===== src/hw/eeesr_pkg.sv =====
// Constants for the port 2 EEE status register bank
// How it works
// - Writable 100BASE-TX EEE advertisement bit 1, resets to one.
// - Advertisement bits 4, 3, 2 are read-only zero.
// - Wake error counter counts rising edges of wake timer done.
// - Counter resets to zero and saturates at all ones.
// - Reading the counter returns its value then clears it.
// - Bit 14 shows 100 Mb/s EEE enabled by next-page exchange.
// - Bit 13 latches transmit LPI until host writes one.
// - Bit 12 shows live transmit LPI.
// - Bit 11 latches receive LPI until host writes one.
// - Bit 10 shows live receive LPI.
// - Bit 6 reads fixed one: storage location indicated.
// - Bit 5 reads fixed one: next pages in dedicated store.
// - Bit 4 latches parallel detection fault, cleared by read.
// - Bit 3 shows link partner next-page ability.
// - Next-page exchange enable resets to one; clear skips EEE negotiation.
// - Bit 1 latches high on new received page.
package eeesr_pkg;
    // ------------------------------------------------------------
    // Register addresses (byte, word aligned)
    // ------------------------------------------------------------
    localparam logic [11:0] EEESR_ADDR_ADV = 12'h0ec;
    localparam logic [11:0] EEESR_ADDR_WEC = 12'h0ee;
    localparam logic [11:0] EEESR_ADDR_CS  = 12'h0f0;
    localparam logic [11:0] EEESR_ADDR_PCS = 12'h0f2;
    // ------------------------------------------------------------
    // Field positions
    // ------------------------------------------------------------
    localparam int EEESR_ADV_100TX   = 1;
    localparam int EEESR_ADV_1000KX  = 4;
    localparam int EEESR_ADV_10GT    = 3;
    localparam int EEESR_ADV_1000T   = 2;
    localparam int EEESR_CS_RSVD15   = 15;
    localparam int EEESR_CS_HW_EEE   = 14;
    localparam int EEESR_CS_TX_RCVD  = 13;
    localparam int EEESR_CS_TX_NOW   = 12;
    localparam int EEESR_CS_RX_RCVD  = 11;
    localparam int EEESR_CS_RX_NOW   = 10;
    localparam int EEESR_CS_RSVD_HI  = 9;
    localparam int EEESR_CS_RSVD_LO  = 8;
    localparam int EEESR_CS_LOC_ABLE = 6;
    localparam int EEESR_CS_LOC      = 5;
    localparam int EEESR_CS_PD_FAULT = 4;
    localparam int EEESR_CS_LP_NP    = 3;
    localparam int EEESR_CS_NP_ABLE  = 2;
    localparam int EEESR_CS_PAGE_RX  = 1;
    localparam int EEESR_CS_LP_AN    = 0;
    // Port 2 next-page enable sits in byte 0x0f3 bit 1
    localparam int EEESR_PCS_NP_EN   = 9;
    // ------------------------------------------------------------
    // Reset values and limits
    // ------------------------------------------------------------
    localparam int          EEESR_WEC_W       = 16;
    localparam logic [15:0] EEESR_WEC_RST     = 16'h0000;
    localparam logic [15:0] EEESR_WEC_MAX     = 16'hffff;
    localparam logic [15:0] EEESR_WEC_ONE     = 16'h0001;
    localparam logic        EEESR_ADV_RST     = 1'b1;
    localparam logic        EEESR_NP_EN_RST   = 1'b1;
    localparam logic        EEESR_RSVD15_RST  = 1'b1;
    localparam logic [1:0]  EEESR_RSVD98_RST  = 2'h0;
    localparam logic        EEESR_FIXED_ONE   = 1'b1;
    localparam logic [15:0] EEESR_ZERO        = 16'h0000;
endpackage : eeesr_pkg


===== src/hw/eeesr_cnt_if.sv =====
// Link between the register bank and its wake error counter
`timescale 1ns/10ps
interface eeesr_cnt_if;
    logic        clr;
    logic        inc;
    logic [15:0] count;
    modport owner (input clr, input inc, output count);
    modport user  (output clr, output inc, input count);
endinterface : eeesr_cnt_if


===== src/hw/eeesr_wake_cnt.sv =====
// Saturating, clear-on-read wake error counter
`timescale 1ns/10ps
module eeesr_wake_cnt
    import eeesr_pkg::*;
(
    // Clock and reset
    input wire logic  i_clk,
    input wire logic  i_srst,
    // Counter link
    eeesr_cnt_if.owner cnt
);
    logic [EEESR_WEC_W-1:0] cnt_q;
    logic [EEESR_WEC_W-1:0] cnt_d;

    // ------------------------------------------------------------
    // Next value
    // ------------------------------------------------------------
    always_comb begin
        cnt_d = cnt_q;
        if (cnt.clr) begin
            cnt_d = EEESR_WEC_RST;
        end
        if (cnt.inc) begin
            if (cnt.clr) begin
                cnt_d = EEESR_WEC_ONE;
            end else if (cnt_q != EEESR_WEC_MAX) begin
                cnt_d = cnt_q + EEESR_WEC_ONE;
            end
        end
    end

    always_ff @(posedge i_clk) begin
        if (i_srst) begin
            cnt_q <= EEESR_WEC_RST;
        end else begin
            cnt_q <= cnt_d;
        end
    end

    assign cnt.count = cnt_q;

    // ------------------------------------------------------------
    // Checks
    // ------------------------------------------------------------
    property p_wec_inc;
        @(posedge i_clk) disable iff (i_srst)
        cnt.inc && !cnt.clr && cnt_q != EEESR_WEC_MAX
            |=> cnt_q == $past(cnt_q) + EEESR_WEC_ONE;
    endproperty
    a_wec_inc: assert property (p_wec_inc)
        else $error("wake count did not step");

    property p_wec_sat;
        @(posedge i_clk) disable iff (i_srst)
        cnt_q == EEESR_WEC_MAX && !cnt.clr |=> cnt_q == EEESR_WEC_MAX;
    endproperty
    a_wec_sat: assert property (p_wec_sat)
        else $error("wake count wrapped");

    property p_wec_clr_inc;
        @(posedge i_clk) disable iff (i_srst)
        cnt.clr |=> cnt_q == {15'h0000, $past(cnt.inc)};
    endproperty
    a_wec_clr_inc: assert property (p_wec_clr_inc)
        else $error("clearing read lost or kept count");

    c_wec_sat: cover property (@(posedge i_clk) disable iff (i_srst)
        cnt_q == EEESR_WEC_MAX && cnt.inc);
endmodule : eeesr_wake_cnt


===== src/hw/eeesr_top.sv =====
// Port 2 EEE advertisement, wake error count and control/status bank
`timescale 1ns/10ps
module eeesr_top
    import eeesr_pkg::*;
(
    // Clock and reset
    input  wire logic        i_clk,
    input  wire logic        i_srst,
    // Host register port
    input  wire logic [11:0] i_addr,
    input  wire logic        i_rd,
    input  wire logic        i_wr,
    input  wire logic [1:0]  i_be,
    input  wire logic [15:0] i_wdata,
    output logic      [15:0] o_rdata,
    output logic             o_rvalid,
    // PHY status
    input  wire logic        i_wake_timer_done,
    input  wire logic        i_hw_eee_en,
    input  wire logic        i_tx_lpi,
    input  wire logic        i_rx_lpi,
    input  wire logic        i_par_det_fault,
    input  wire logic        i_lp_np_able,
    input  wire logic        i_page_rcvd,
    input  wire logic        i_lp_an_able,
    // PHY control
    output logic             o_adv_100tx_eee,
    output logic             o_np_exchange_en
);
    // ------------------------------------------------------------
    // Decode
    // ------------------------------------------------------------
    function automatic logic hit(input logic [11:0] a,
                                 input logic [11:0] r);
        hit = (a[11:1] == r[11:1]);
    endfunction : hit

    logic wr_lo_adv;
    logic wr_hi_cs;
    logic wr_hi_pcs;
    logic rd_cs;
    logic rd_wec;

    assign wr_lo_adv = i_wr && i_be[0] && hit(i_addr, EEESR_ADDR_ADV);
    assign wr_hi_cs  = i_wr && i_be[1] && hit(i_addr, EEESR_ADDR_CS);
    assign wr_hi_pcs = i_wr && i_be[1] && hit(i_addr, EEESR_ADDR_PCS);
    assign rd_cs     = i_rd && hit(i_addr, EEESR_ADDR_CS);
    assign rd_wec    = i_rd && hit(i_addr, EEESR_ADDR_WEC);

    // ------------------------------------------------------------
    // Wake error counter
    // ------------------------------------------------------------
    eeesr_cnt_if cnt_if ();
    logic done_q;
    logic done_d;

    assign done_d = i_wake_timer_done;
    assign cnt_if.inc = i_wake_timer_done && !done_q;
    assign cnt_if.clr = rd_wec;

    eeesr_wake_cnt u_wake_cnt (
        .i_clk  (i_clk),
        .i_srst (i_srst),
        .cnt    (cnt_if)
    );

    // ------------------------------------------------------------
    // Control and status state
    // ------------------------------------------------------------
    logic       adv_q,     adv_d;
    logic       np_en_q,   np_en_d;
    logic       rsvd15_q,  rsvd15_d;
    logic [1:0] rsvd98_q,  rsvd98_d;
    logic       tx_rcvd_q, tx_rcvd_d;
    logic       rx_rcvd_q, rx_rcvd_d;
    logic       pd_q,      pd_d;
    logic       page_q,    page_d;

    always_comb begin
        adv_d    = adv_q;
        np_en_d  = np_en_q;
        rsvd15_d = rsvd15_q;
        rsvd98_d = rsvd98_q;
        if (wr_lo_adv) begin
            adv_d = i_wdata[EEESR_ADV_100TX];
        end
        if (wr_hi_pcs) begin
            np_en_d = i_wdata[EEESR_PCS_NP_EN];
        end
        if (wr_hi_cs) begin
            rsvd15_d = i_wdata[EEESR_CS_RSVD15];
            rsvd98_d = i_wdata[EEESR_CS_RSVD_HI:EEESR_CS_RSVD_LO];
        end
        tx_rcvd_d = i_tx_lpi
            || (tx_rcvd_q && !(wr_hi_cs && i_wdata[EEESR_CS_TX_RCVD]));
        rx_rcvd_d = i_rx_lpi
            || (rx_rcvd_q && !(wr_hi_cs && i_wdata[EEESR_CS_RX_RCVD]));
        pd_d = i_par_det_fault || (pd_q && !rd_cs);
        // latch new page, clear on read
        page_d = i_page_rcvd || (page_q && !rd_cs);
    end

    always_ff @(posedge i_clk) begin
        if (i_srst) begin
            adv_q     <= EEESR_ADV_RST;
            np_en_q   <= EEESR_NP_EN_RST;
            rsvd15_q  <= EEESR_RSVD15_RST;
            rsvd98_q  <= EEESR_RSVD98_RST;
            tx_rcvd_q <= 1'b0;
            rx_rcvd_q <= 1'b0;
            pd_q      <= 1'b0;
            page_q    <= 1'b0;
            done_q    <= 1'b0;
        end else begin
            adv_q     <= adv_d;
            np_en_q   <= np_en_d;
            rsvd15_q  <= rsvd15_d;
            rsvd98_q  <= rsvd98_d;
            tx_rcvd_q <= tx_rcvd_d;
            rx_rcvd_q <= rx_rcvd_d;
            pd_q      <= pd_d;
            page_q    <= page_d;
            done_q    <= done_d;
        end
    end

    // ------------------------------------------------------------
    // Read data
    // ------------------------------------------------------------
    logic [15:0] rd_word;
    logic [15:0] rdata_d;
    logic [15:0] rdata_q;
    logic        rvalid_q;

    always_comb begin
        rd_word = EEESR_ZERO;
        if (hit(i_addr, EEESR_ADDR_ADV)) begin
            rd_word[EEESR_ADV_1000KX] = 1'b0;
            rd_word[EEESR_ADV_10GT]   = 1'b0;
            rd_word[EEESR_ADV_1000T]  = 1'b0;
            rd_word[EEESR_ADV_100TX]  = adv_q;
        end else if (hit(i_addr, EEESR_ADDR_WEC)) begin
            rd_word = cnt_if.count;
        end else if (hit(i_addr, EEESR_ADDR_CS)) begin
            rd_word[EEESR_CS_RSVD15] = rsvd15_q;
            rd_word[EEESR_CS_HW_EEE] = i_hw_eee_en && np_en_q;
            rd_word[EEESR_CS_TX_RCVD] = tx_rcvd_q;
            rd_word[EEESR_CS_TX_NOW] = i_tx_lpi;
            rd_word[EEESR_CS_RX_RCVD] = rx_rcvd_q;
            rd_word[EEESR_CS_RX_NOW] = i_rx_lpi;
            rd_word[EEESR_CS_RSVD_HI:EEESR_CS_RSVD_LO] = rsvd98_q;
            rd_word[EEESR_CS_LOC_ABLE] = EEESR_FIXED_ONE;
            rd_word[EEESR_CS_LOC]      = EEESR_FIXED_ONE;
            rd_word[EEESR_CS_PD_FAULT] = pd_q;
            rd_word[EEESR_CS_LP_NP]    = i_lp_np_able;
            rd_word[EEESR_CS_NP_ABLE]  = EEESR_FIXED_ONE;
            rd_word[EEESR_CS_PAGE_RX]  = page_q;
            rd_word[EEESR_CS_LP_AN]    = i_lp_an_able;
        end else if (hit(i_addr, EEESR_ADDR_PCS)) begin
            rd_word[EEESR_PCS_NP_EN] = np_en_q;
        end
        // Hold last data between reads
        rdata_d = i_rd ? rd_word : rdata_q;
    end

    always_ff @(posedge i_clk) begin
        if (i_srst) begin
            rdata_q  <= EEESR_ZERO;
            rvalid_q <= 1'b0;
        end else begin
            rdata_q  <= rdata_d;
            rvalid_q <= i_rd;
        end
    end

    assign o_rdata          = rdata_q;
    assign o_rvalid         = rvalid_q;
    assign o_adv_100tx_eee  = adv_q;
    // clearing this is how EEE is turned off
    assign o_np_exchange_en = np_en_q;

    // ------------------------------------------------------------
    // Checks
    // ------------------------------------------------------------
    property p_adv_ro;
        @(posedge i_clk) disable iff (i_srst)
        i_rd && hit(i_addr, EEESR_ADDR_ADV) |=> o_rvalid
            && o_rdata[4:2] == 3'h0 && o_rdata[1] == $past(adv_q);
    endproperty
    a_adv_ro: assert property (p_adv_ro)
        else $error("advertisement readback wrong");

    property p_wec_read;
        @(posedge i_clk) disable iff (i_srst)
        rd_wec && !cnt_if.inc |=> o_rdata == $past(cnt_if.count)
            && cnt_if.count == EEESR_WEC_RST;
    endproperty
    a_wec_read: assert property (p_wec_read)
        else $error("counter read did not return then clear");

    property p_tx_hold;
        @(posedge i_clk) disable iff (i_srst)
        i_tx_lpi ##1 !(wr_hi_cs && i_wdata[EEESR_CS_TX_RCVD])[*2]
            |=> tx_rcvd_q;
    endproperty
    a_tx_hold: assert property (p_tx_hold)
        else $error("tx lpi latch dropped");

    property p_rx_clr;
        @(posedge i_clk) disable iff (i_srst)
        wr_hi_cs && i_wdata[EEESR_CS_RX_RCVD] && !i_rx_lpi |=> !rx_rcvd_q;
    endproperty
    a_rx_clr: assert property (p_rx_clr)
        else $error("rx lpi latch not cleared");

    property p_live;
        @(posedge i_clk) disable iff (i_srst)
        rd_cs |=> o_rdata[12] == $past(i_tx_lpi)
            && o_rdata[10] == $past(i_rx_lpi) && o_rdata[6:5] == 2'h3;
    endproperty
    a_live: assert property (p_live)
        else $error("live lpi or fixed bits wrong");

    property p_pd_rc;
        @(posedge i_clk) disable iff (i_srst)
        pd_q && rd_cs && !i_par_det_fault ##1 !i_par_det_fault
            |-> !pd_q ##1 !pd_q;
    endproperty
    a_pd_rc: assert property (p_pd_rc)
        else $error("fault bit not cleared by read");

    property p_page;
        @(posedge i_clk) disable iff (i_srst)
        i_page_rcvd |=> page_q;
    endproperty
    a_page: assert property (p_page)
        else $error("page received not latched");

    property p_hw_eee;
        @(posedge i_clk) disable iff (i_srst)
        rd_cs && !np_en_q |=> !o_rdata[14];
    endproperty
    a_hw_eee: assert property (p_hw_eee)
        else $error("eee status set with next page off");

    c_tx_clr: cover property (@(posedge i_clk) disable iff (i_srst)
        tx_rcvd_q ##1 !tx_rcvd_q);
    c_wec_rd: cover property (@(posedge i_clk) disable iff (i_srst)
        rd_wec && cnt_if.inc);
    c_np_off: cover property (@(posedge i_clk) disable iff (i_srst)
        np_en_q ##1 !np_en_q);
endmodule : eeesr_top


===== config.mk =====
export PLATFORM = sky130hd
export DESIGN_NAME = eeesr_top
export DESIGN_NICKNAME = d
export VERILOG_FILES = /design/src/hw/eeesr_pkg.sv /design/src/hw/eeesr_cnt_if.sv /design/src/hw/eeesr_wake_cnt.sv /design/src/hw/eeesr_top.sv
export SDC_FILE = /design/constraint.sdc
export NUM_CORES = 1
export LEC_CHECK = 0
export BUFFER_PORTS_ARGS = -buffer_cell sky130_fd_sc_hd__buf_2
export CAP_MARGIN = 20
export CORE_ASPECT_RATIO = 1.1
export CORE_MARGIN = 5
export CORE_UTILIZATION = 40
export CTS_CLUSTER_DIAMETER = 40
export DETAILED_ROUTE_END_ITERATION = 16
export PLACE_DENSITY = 0.73
export SKIP_CTS_REPAIR_TIMING = 1
export SLEW_MARGIN = 20
export SYNTH_ARGS = -nofsm -noshare
export SYNTH_HDL_FRONTEND = slang
export SYNTH_SLANG_ARGS = --single-unit

===== constraint.sdc =====
create_clock -name i_clk -period 3.1 [get_ports i_clk]
set_input_delay 0.155 -clock i_clk [delete_from_list [all_inputs] [get_ports i_clk]]
set_output_delay 0.155 -clock i_clk [all_outputs]
set_load 0.01 [all_outputs]

# ---- Word-level counts from Yosys, hierarchy flattened
# Index checks and enable logic that the tools add are counted.
# Widths: inputs -> output; s select.
dict set report classes {
  addsub 1
  eq_ne 5
  muxes 15
  reduce_logical 23
}
# operator n
set ops {}
lappend ops {{$mux 16} 4}
lappend ops {{$eq 11x7->1 const B} 4}
lappend ops {{$add 16x1->16 const B} 1}
lappend ops {{$ne 16x16->1 const B} 1}
lappend ops {{$logic_and 1x1->1} 15}
lappend ops {{$mux 7} 2}
lappend ops {{$mux 11} 1}
lappend ops {{$mux 8} 1}
lappend ops {{$mux 6} 1}
lappend ops {{$mux 1} 5}
lappend ops {{$logic_not 1->1} 4}
lappend ops {{$logic_or 1x1->1} 4}
lappend ops {{$mux 4} 1}
dict set report totals {
  reg_bits 43
  input_bits 42
  out_inout_bits 19
  wordCells 56
}

# ---- Logic depth before layout (Yosys ltp)
# Gate-level depths: netlist (run 1).
dict set report logic_depth {
  word_depth 6
  depth_mapped 6
  ltp_nobuf 5
}

# ---- Modules after synthesis
# From an unflattened synthesis (run 1), not the netlist that was laid out.
dict set report hier_totals {
  hier_cells 229
  area_unflattened_um2 2064.5
}
# mod instances cells_each area_each_um2
set modules_own_cells {}
lappend modules_own_cells {eeesr_top 1 130 1199.9}
lappend modules_own_cells {eeesr_wake_cnt 1 99 864.6}

# ---- Worst setup path after synthesis (run 1)
# No wires, ideal clock.
dict set report synth_path {
  path_kind {input-to-reg}
  startpoint {input port i_addr[1]}
  endpoint {register rsvd15_q}
  t_arrival_ns 1.606
  required_ns 2.980
  slack_ns 1.374
  stages 5
  path_buffers 1
  cell_sequence {buf_6 -> or4b_4 -> nor4_4 -> nor2b_1 -> a211o_1}
}
dict set report synth_between {
  elab_chain_cells 2
}
# item line
set synth_rtl {}
lappend synth_rtl {{start: declaration} eeesr_top.sv:10} ;# input wire logic [11:0] i_addr,
lappend synth_rtl {{$eq 11x7->1} eeesr_top.sv:35} ;# hit = (a[11:1] == r[11:1]);
lappend synth_rtl {{$logic_and 1x1->1} eeesr_top.sv:45} ;# assign wr_hi_cs = i_wr && i_be[1] && hit(i_addr, EEESR_ADDR_CS);
lappend synth_rtl {{end signal: assignment} eeesr_top.sv:117} ;# rsvd15_q <= rsvd15_d;
lappend synth_rtl {{end: declaration} eeesr_top.sv:72} ;# logic rsvd15_q, rsvd15_d;
# No other way between the ends.
# A chain may end at the register's enable or synchronous reset.

# ---- Worst setup path after layout (run 1)
dict set report layout_path {
  startpoint {register u_wake_cnt.cnt_q[0] (netlist: u_wake_cnt.cnt.count[0])}
  endpoint {register u_wake_cnt.cnt_q[0] (netlist: u_wake_cnt.cnt.count[0])}
}
dict set report layout_between {
  elab_chain_cells 4
  elab_cells_between_ends 6
  classes_between {1 x add/sub; 1 x eq/ne; 4 x mux}
}
# item line
set layout_rtl {}
lappend layout_rtl {{start: declaration} eeesr_wake_cnt.sv:12} ;# logic [EEESR_WEC_W-1:0] cnt_q;
lappend layout_rtl {{start signal: assignment} eeesr_wake_cnt.sv:36} ;# cnt_q <= cnt_d;
lappend layout_rtl {{$add 16x1->16, or another cell as far along} eeesr_wake_cnt.sv:27} ;# cnt_d = cnt_q + EEESR_WEC_ONE;
lappend layout_rtl {{$mux 16} eeesr_wake_cnt.sv:26} ;# end else if (cnt_q != EEESR_WEC_MAX) begin
lappend layout_rtl {{$mux 16} eeesr_wake_cnt.sv:24} ;# if (cnt.clr) begin
lappend layout_rtl {{$mux 16 *} eeesr_wake_cnt.sv:23} ;# if (cnt.inc) begin
# Mark *: on every way between the ends. The rest lies on a longest branch, timed or not.

==> summary.md, run 1 <==
| Metric | Value |
|---|---|
| Status | finished clean |
| TritonCTS buffer count | 5 |
| Most frequent cell after synthesis | dfxtp_1 |
| Post-synth top flop | dfxtp_1 |
| Ys async rst share | 0% |
| FF/Latch Area | 861 µm² |
| Sequential fraction of the synthesis area | 41.1% |
| Critical Path End Type | flop |
| WL met1 | 2.25 mm |
| WL met2 | 2.52 mm |
| Final core utilization | 48.6% |
| Clk buf depth | 2 |
| Total GRT Usage | 15.9% |
| R2R Path Start | u_wake_cnt.cnt.count[0] |
| Max-cap violations | 0 |
| YS warnings | 0 |
| Synth cell types | 50 |
| Setup Slack @ Placement | 1020 ps |
| Worst hold path startpoint | i_wdata[13] |
| Finish-stage setup viols | 0 |
| Die Height | 85.9 µm |
| Cells after synthesis | 240 |
| Mean routed wirelength per cell | 14.8 µm |
| Met3 wire length | 249 µm |
| Nets@finish | 326 |
| EDFF count, synth | 0 |
| Max Fclk | 474 MHz |
| WP data arrival | 2300 ps |
| Core Region | 5030 µm² |
| Worst-Margin Slew | 705 ps |
| Sink Count | 43 |
| Most frequent cells after synthesis | 43 x dfxtp_1, 23 x a21oi_1, 23 x nand2_1, 19 x nor2_1 |
| Startpoint Class | flop |
| Area share of the largest cell type after synthesis | 41.1% |
| Lkg Pwr | 0.885 nW |
| Routed vias/inst | 5.84 |
| Reg2reg setup slack | 990 ps |
| Clock Latency Late Sink | 300 ps |
| DRC | 0 |
| Fillcell total | 495 |
| Ant diodes | 0 |
| Synth Cell Area | 2100 µm² |
| Critical Path RT | 3300 ps |
| Initial drt markers | 79 |
| IO Count | 61 |
| Max VDD drop | 0.127 mV |
| Simple-gate share of the synthesized area | 30.2% |
| XOR/XNOR Fraction of Synth Area | 0% |
| Critical Path Fanout Max | 7 |
| Post-Syn Nets | 283 |
| Final-report hold violation count | 0 |
| Synth area leader | dfxtp_1 |
| PortBufs | 49 |
| Final WS setup | 992 ps |
| Worst Skew | 4.86 ps |
| Starting density of the core | 41.7% |
| Setup TNS | 0 ps |
| Hold WS | 43.9 ps |
| DP HPWL | 3.76 mm |
| Register bit total from synthesis | 43 |
| Initial antenna violation count | 0 |
| Min Tclk post-route | 2110 ps |
| Synth Area in Compound Gates | 20.6% |
| FP Rows | 27 |
| Gp weighted congestion | 0.793 |
| Post-Syn Area per Cell | 8.74 µm² |
| Main combinational cell family by area after synthesis | simple AND/OR/NAND/NOR gates |
| Worst-path clk slew | 90 ps |
| Global-route wire length before repair | 8.81 mm |
| Multiplexer share of the synthesized area | 3.34% |
| Uppermost layer routed | met4 |
| DIE WIDTH | 79.0 µm |
| Multi-input combinational cell area | 1150 µm² |
| Pwr dens | 407 nW/µm² |
| Area contributors post-synth | dfxtp_1 41%, a21oi_1 5.5%, nand2_1 4.1% |
| Largest net degree at the start of global routing | 36 |
| Power Total | 0.995 mW |
| Worst hold path type | in2reg |
| First-pass DRT Iterations | 4 |
| WL final | 5.07 mm |
| Fin crit share | 68.0% |
| Number of H-tree branching levels | 2 |
| Root Buffer | clkbuf_8 |
| Post-synthesis adder-cell area fraction | 0.597% |
| Area Growth Syn to Fin | 16.6% |
| CTS tree | yes |
| Antenna Violating Nets Remaining | 0 |
| Die ar. | 6790 µm² |
| Rel. slew slack | 53.0% |
| Critical Path Start | u_wake_cnt.cnt.count[0] |
| Global route overflow | 0 |
| Via Count | 1998 |
| RSZ-0062 raised after global routing | no |
| Max Slew Vio Count | 0 |
| Share of cells above drive strength 1 | 22.5% |
| Vias in the first global route | 1893 |
| Kind of critical path | reg2reg |
==> per-stage QoR <==
step / area [µm²] / instances
after floorplan: 2100 / 240
after global placement: 2360 / 334
after detailed placement: 2360 / 334
after CTS: 2440 / 342
after global routing: 2440 / 342
final: 2440 / 342
==> per-layer routing <==
metal / GRT usage, % / up-vias
met5: 0 / -
met4: 4.22 / 0
met3: 3.99 / 7
met2: 27.0 / 47
met1: 19.9 / 946
li1: - / 998
==> cells in the final DEF (no fill, tap or decap), types with 4 or more instances in the layout <==
| master | instances |
|---|---|
| a21oi_1 | 23 |
| a22oi_1 | 9 |
| a31oi_1 | 4 |
| and3_1 | 4 |
| buf_2 | 49 |
| clkbuf_8 | 5 |
| dfxtp_1 | 43 |
| inv_1 | 6 |
| mux2i_1 | 7 |
| nand2_1 | 23 |
| nand2b_1 | 4 |
| nand3_1 | 10 |
| nand3b_1 | 5 |
| nand4_1 | 4 |
| nor2_1 | 19 |
| nor3_1 | 7 |
| nor4_1 | 4 |
| o31ai_1 | 5 |
| or4_1 | 5 |
==> critical path, cell delays in order (launching register included) <==
cell and delay (ps):
dfxtp_1 440, ha_1 240, nand2_1 130, nor4_2 620, a21oi_1 250, o311ai_0 330
==> path summary, 6_finish.rpt <==
path | endpoint | cells past startpoint
worst max-delay path | u_wake_cnt.cnt.count[0] | 5
worst min-delay path | tx_rcvd_q | 2
worst max register to register | u_wake_cnt.cnt.count[0] | 5
worst min register to register | o_rdata[12] | 2
==> cell families (layout without fill, tap and decap cells) <==
group / after synthesis / after routing
AND/OR/NAND/NOR: 107 / 107
AO/OA/AOI/OAI: 62 / 62
flip-flops: 43 / 43
buffers and inverters: 20 / 64
multiplexers: 7 / 7
adder cells (fa/ha/maj): 1 / 1
==> area by class of cell <==
| cell class | instances | area share (%) |
|---|---|---|
| multi-input cells | 177 | 46.9 |
| flip-flops and latches | 43 | 35.2 |
| repair buffers | 50 | 10.3 |
| well taps | 58 | 2.97 |
| clock buffers | 5 | 2.81 |
| inverters | 6 | 0.921 |
| clock inverters | 3 | 0.819 |
==> report_power, final <==
group	switching (mW)	internal, mW
clock network	0.200	0.157
logic	0.0423	0.0307
registers	0.00580	0.559
total	0.248	0.747
Note: power is estimated with default switching activity, not from simulation.
==> run 2: changes to the inputs <==
--- a/config.mk
+++ b/config.mk
@@ -12,7 +12,7 @@
 export CORE_UTILIZATION = 40
 export CTS_CLUSTER_DIAMETER = 40
 export DETAILED_ROUTE_END_ITERATION = 16
-export PLACE_DENSITY = 0.73
+export PLACE_DENSITY = 0.76
 export SKIP_CTS_REPAIR_TIMING = 1
 export SLEW_MARGIN = 20
 export SYNTH_ARGS = -nofsm -noshare
==> constraint.sdc (replaced) <==
create_clock -name i_clk -period 1.82 [get_ports i_clk]
set_input_delay 0.091 -clock i_clk [delete_from_list [all_inputs] [get_ports i_clk]]
set_output_delay 0.091 -clock i_clk [all_outputs]
set_load 0.01 [all_outputs]
==> summary.md, run 2 (synthesis gave the netlist of run 1 again) <==
| Metric | Value |
|---|---|
| Sink Count | 43 |
| Mean routed wirelength per cell | 14.8 µm |
| Initial antenna violation count | 0 |
| Min Tclk post-route | 1650 ps |
| Starting density of the core | 41.7% |
| Max-cap violations | 0 |
| Cell Area, Placed | 2500 µm² |
| Setup Slack @ Placement | 84.9 ps |
| Critical Path RT | 2060 ps |
| DRC | 0 |
| Commonest cells after routing, fill and taps aside | 49 x buf_2, 43 x dfxtp_1, 23 x nand2_1, 23 x a21oi_1, 19 x nor2_1 |
| Global-route wire length before repair | 9.09 mm |
| Die Height | 85.9 µm |
| Final WS setup | 168 ps |
| Clk buf depth | 2 |
| Violated checks | hold timing |
| Critical Path End Type | flop |
| Worst Skew | 5.55 ps |
| Via Count | 2079 |
| Worst hold path type | in2reg |
| Worst-path clk slew | 90 ps |
| Ant diodes | 0 |
| WP data arrival | 1890 ps |
| Share of cells above drive strength 1 | 28.1% |
| Reg2reg setup slack | 170 ps |
| IO Count | 61 |
| Number of H-tree branching levels | 2 |
| Worst hold path startpoint | i_wdata[15] |
| WL final | 5.34 mm |
| Routed vias/inst | 5.76 |
| PortBufs | 49 |
| Rel. slew slack | 62.7% |
| Kind of critical path | reg2reg |
| CP Capture Point | u_wake_cnt.cnt.count[15] |
| Worst R2R Path Depth | 4 |
| Final-report hold violation count | 3 |
| FP Rows | 27 |
| Global route overflow | 0 |
| Lkg Pwr | 0.990 nW |
| Commonest non-fill, non-tap cell in the layout | buf_2 |
| Fillcell total | 478 |
| Nets@finish | 345 |
| Vias in the first global route | 2034 |
| Design area | 2630 µm² |
| Largest net degree at the start of global routing | 35 |
| Initial drt markers | 128 |
| TritonCTS buffer count | 5 |
| Reg-to-reg endpoint | u_wake_cnt.cnt.count[15] |
| Core Region | 5030 µm² |
| Pwr dens | 665 nW/µm² |
| DP HPWL | 4.00 mm |
| Gp weighted congestion | 0.797 |
| RSZ-0062 raised after global routing | no |
| Critical Path Start | u_wake_cnt.cnt.count[5] |
| Max Slew Vio Count | 0 |
| Root Buffer | clkbuf_8 |
| Worst-Margin Slew | 555 ps |
| CTS tree | yes |
| Finish-stage setup viols | 0 |
| Fin crit share | 90.7% |
| First-pass DRT Iterations | 4 |
| DIE WIDTH | 79.0 µm |
| Area Growth Syn to Fin | 25.4% |
| Hold WS | -14.1 ps |
| Antenna Violating Nets Remaining | 0 |
| Critical Path Fanout Max | 6 |
| Max Fclk | 605 MHz |
| Max VDD drop | 0.297 mV |
| Clock Latency Late Sink | 310 ps |
| Status | complete, but fails checks |
| R2R Path Start | u_wake_cnt.cnt.count[5] |
| Total GRT Usage | 16.4% |
| Die ar. | 6790 µm² |
| Setup TNS | 0 ps |
| Startpoint Class | flop |
## run 2: cell types whose count changed in the layout (fill, tap and decap cells not counted), sizes merged
cell	delta
clkinv	+1
buf	+17
dlygate4sd3	+2
clkinvlp	-1
## run 2: power breakdown
part           total (mW)  internal [mW]  switching, mW
clock               0.644          0.275          0.369
sequential          0.959          0.952        0.00669
combinational       0.145         0.0651         0.0800
## run 2: worst min-delay path by stage
stage                     end  slack [ps]  cells past startpoint
floorplan           rx_rcvd_q         210                      1
global placement    rx_rcvd_q         290                      2
detailed placement  rx_rcvd_q         300                      2
CTS                 rx_rcvd_q         -30                      2
global route         rsvd15_q           9                      2
finish               rsvd15_q         -10                      2
## run 2: stage by stage
step	cells	util (%)	hold WS, ps	power [mW]
after global placement	351	49.7	293	1.12
final	361	52.2	-14.1	1.75
after global routing	361	52.2	9.25	1.81
after CTS	359	51.6	-34.6	1.75
after detailed placement	351	49.7	297	1.12
after floorplan	240	-	206	1.05
## run 2: per-layer routing
| layer | up-vias | global-route usage, % | routed length (µm) |
|---|---|---|---|
| met5 | - | 0 | 0 |
| met4 | 0 | 5.31 | 63 |
| met3 | 7 | 3.26 | 284 |
| met2 | 54 | 28.3 | 2700 |
| met1 | 982 | 20.4 | 2290 |
| li1 | 1036 | - | - |
## run 2: area by class of cell
type                            instances  area, µm²  area share [%]
Multi-Input combinational cell        177       1170            44.4
Inverter                                6       22.5           0.857
Timing Repair Buffer                   69        413            15.7
Clock buffer                            5       68.8            2.62
Clock inverter                          3       25.0           0.952
Tap cell                               58       72.6            2.76
Sequential cell                        43        861            32.7
## run 2: critical path, cell delays in order (launching register included)
cell and delay [ps]:
dfxtp_1 400, and3_1 330, nand3_2 180, or4_1 530, a21oi_1 150
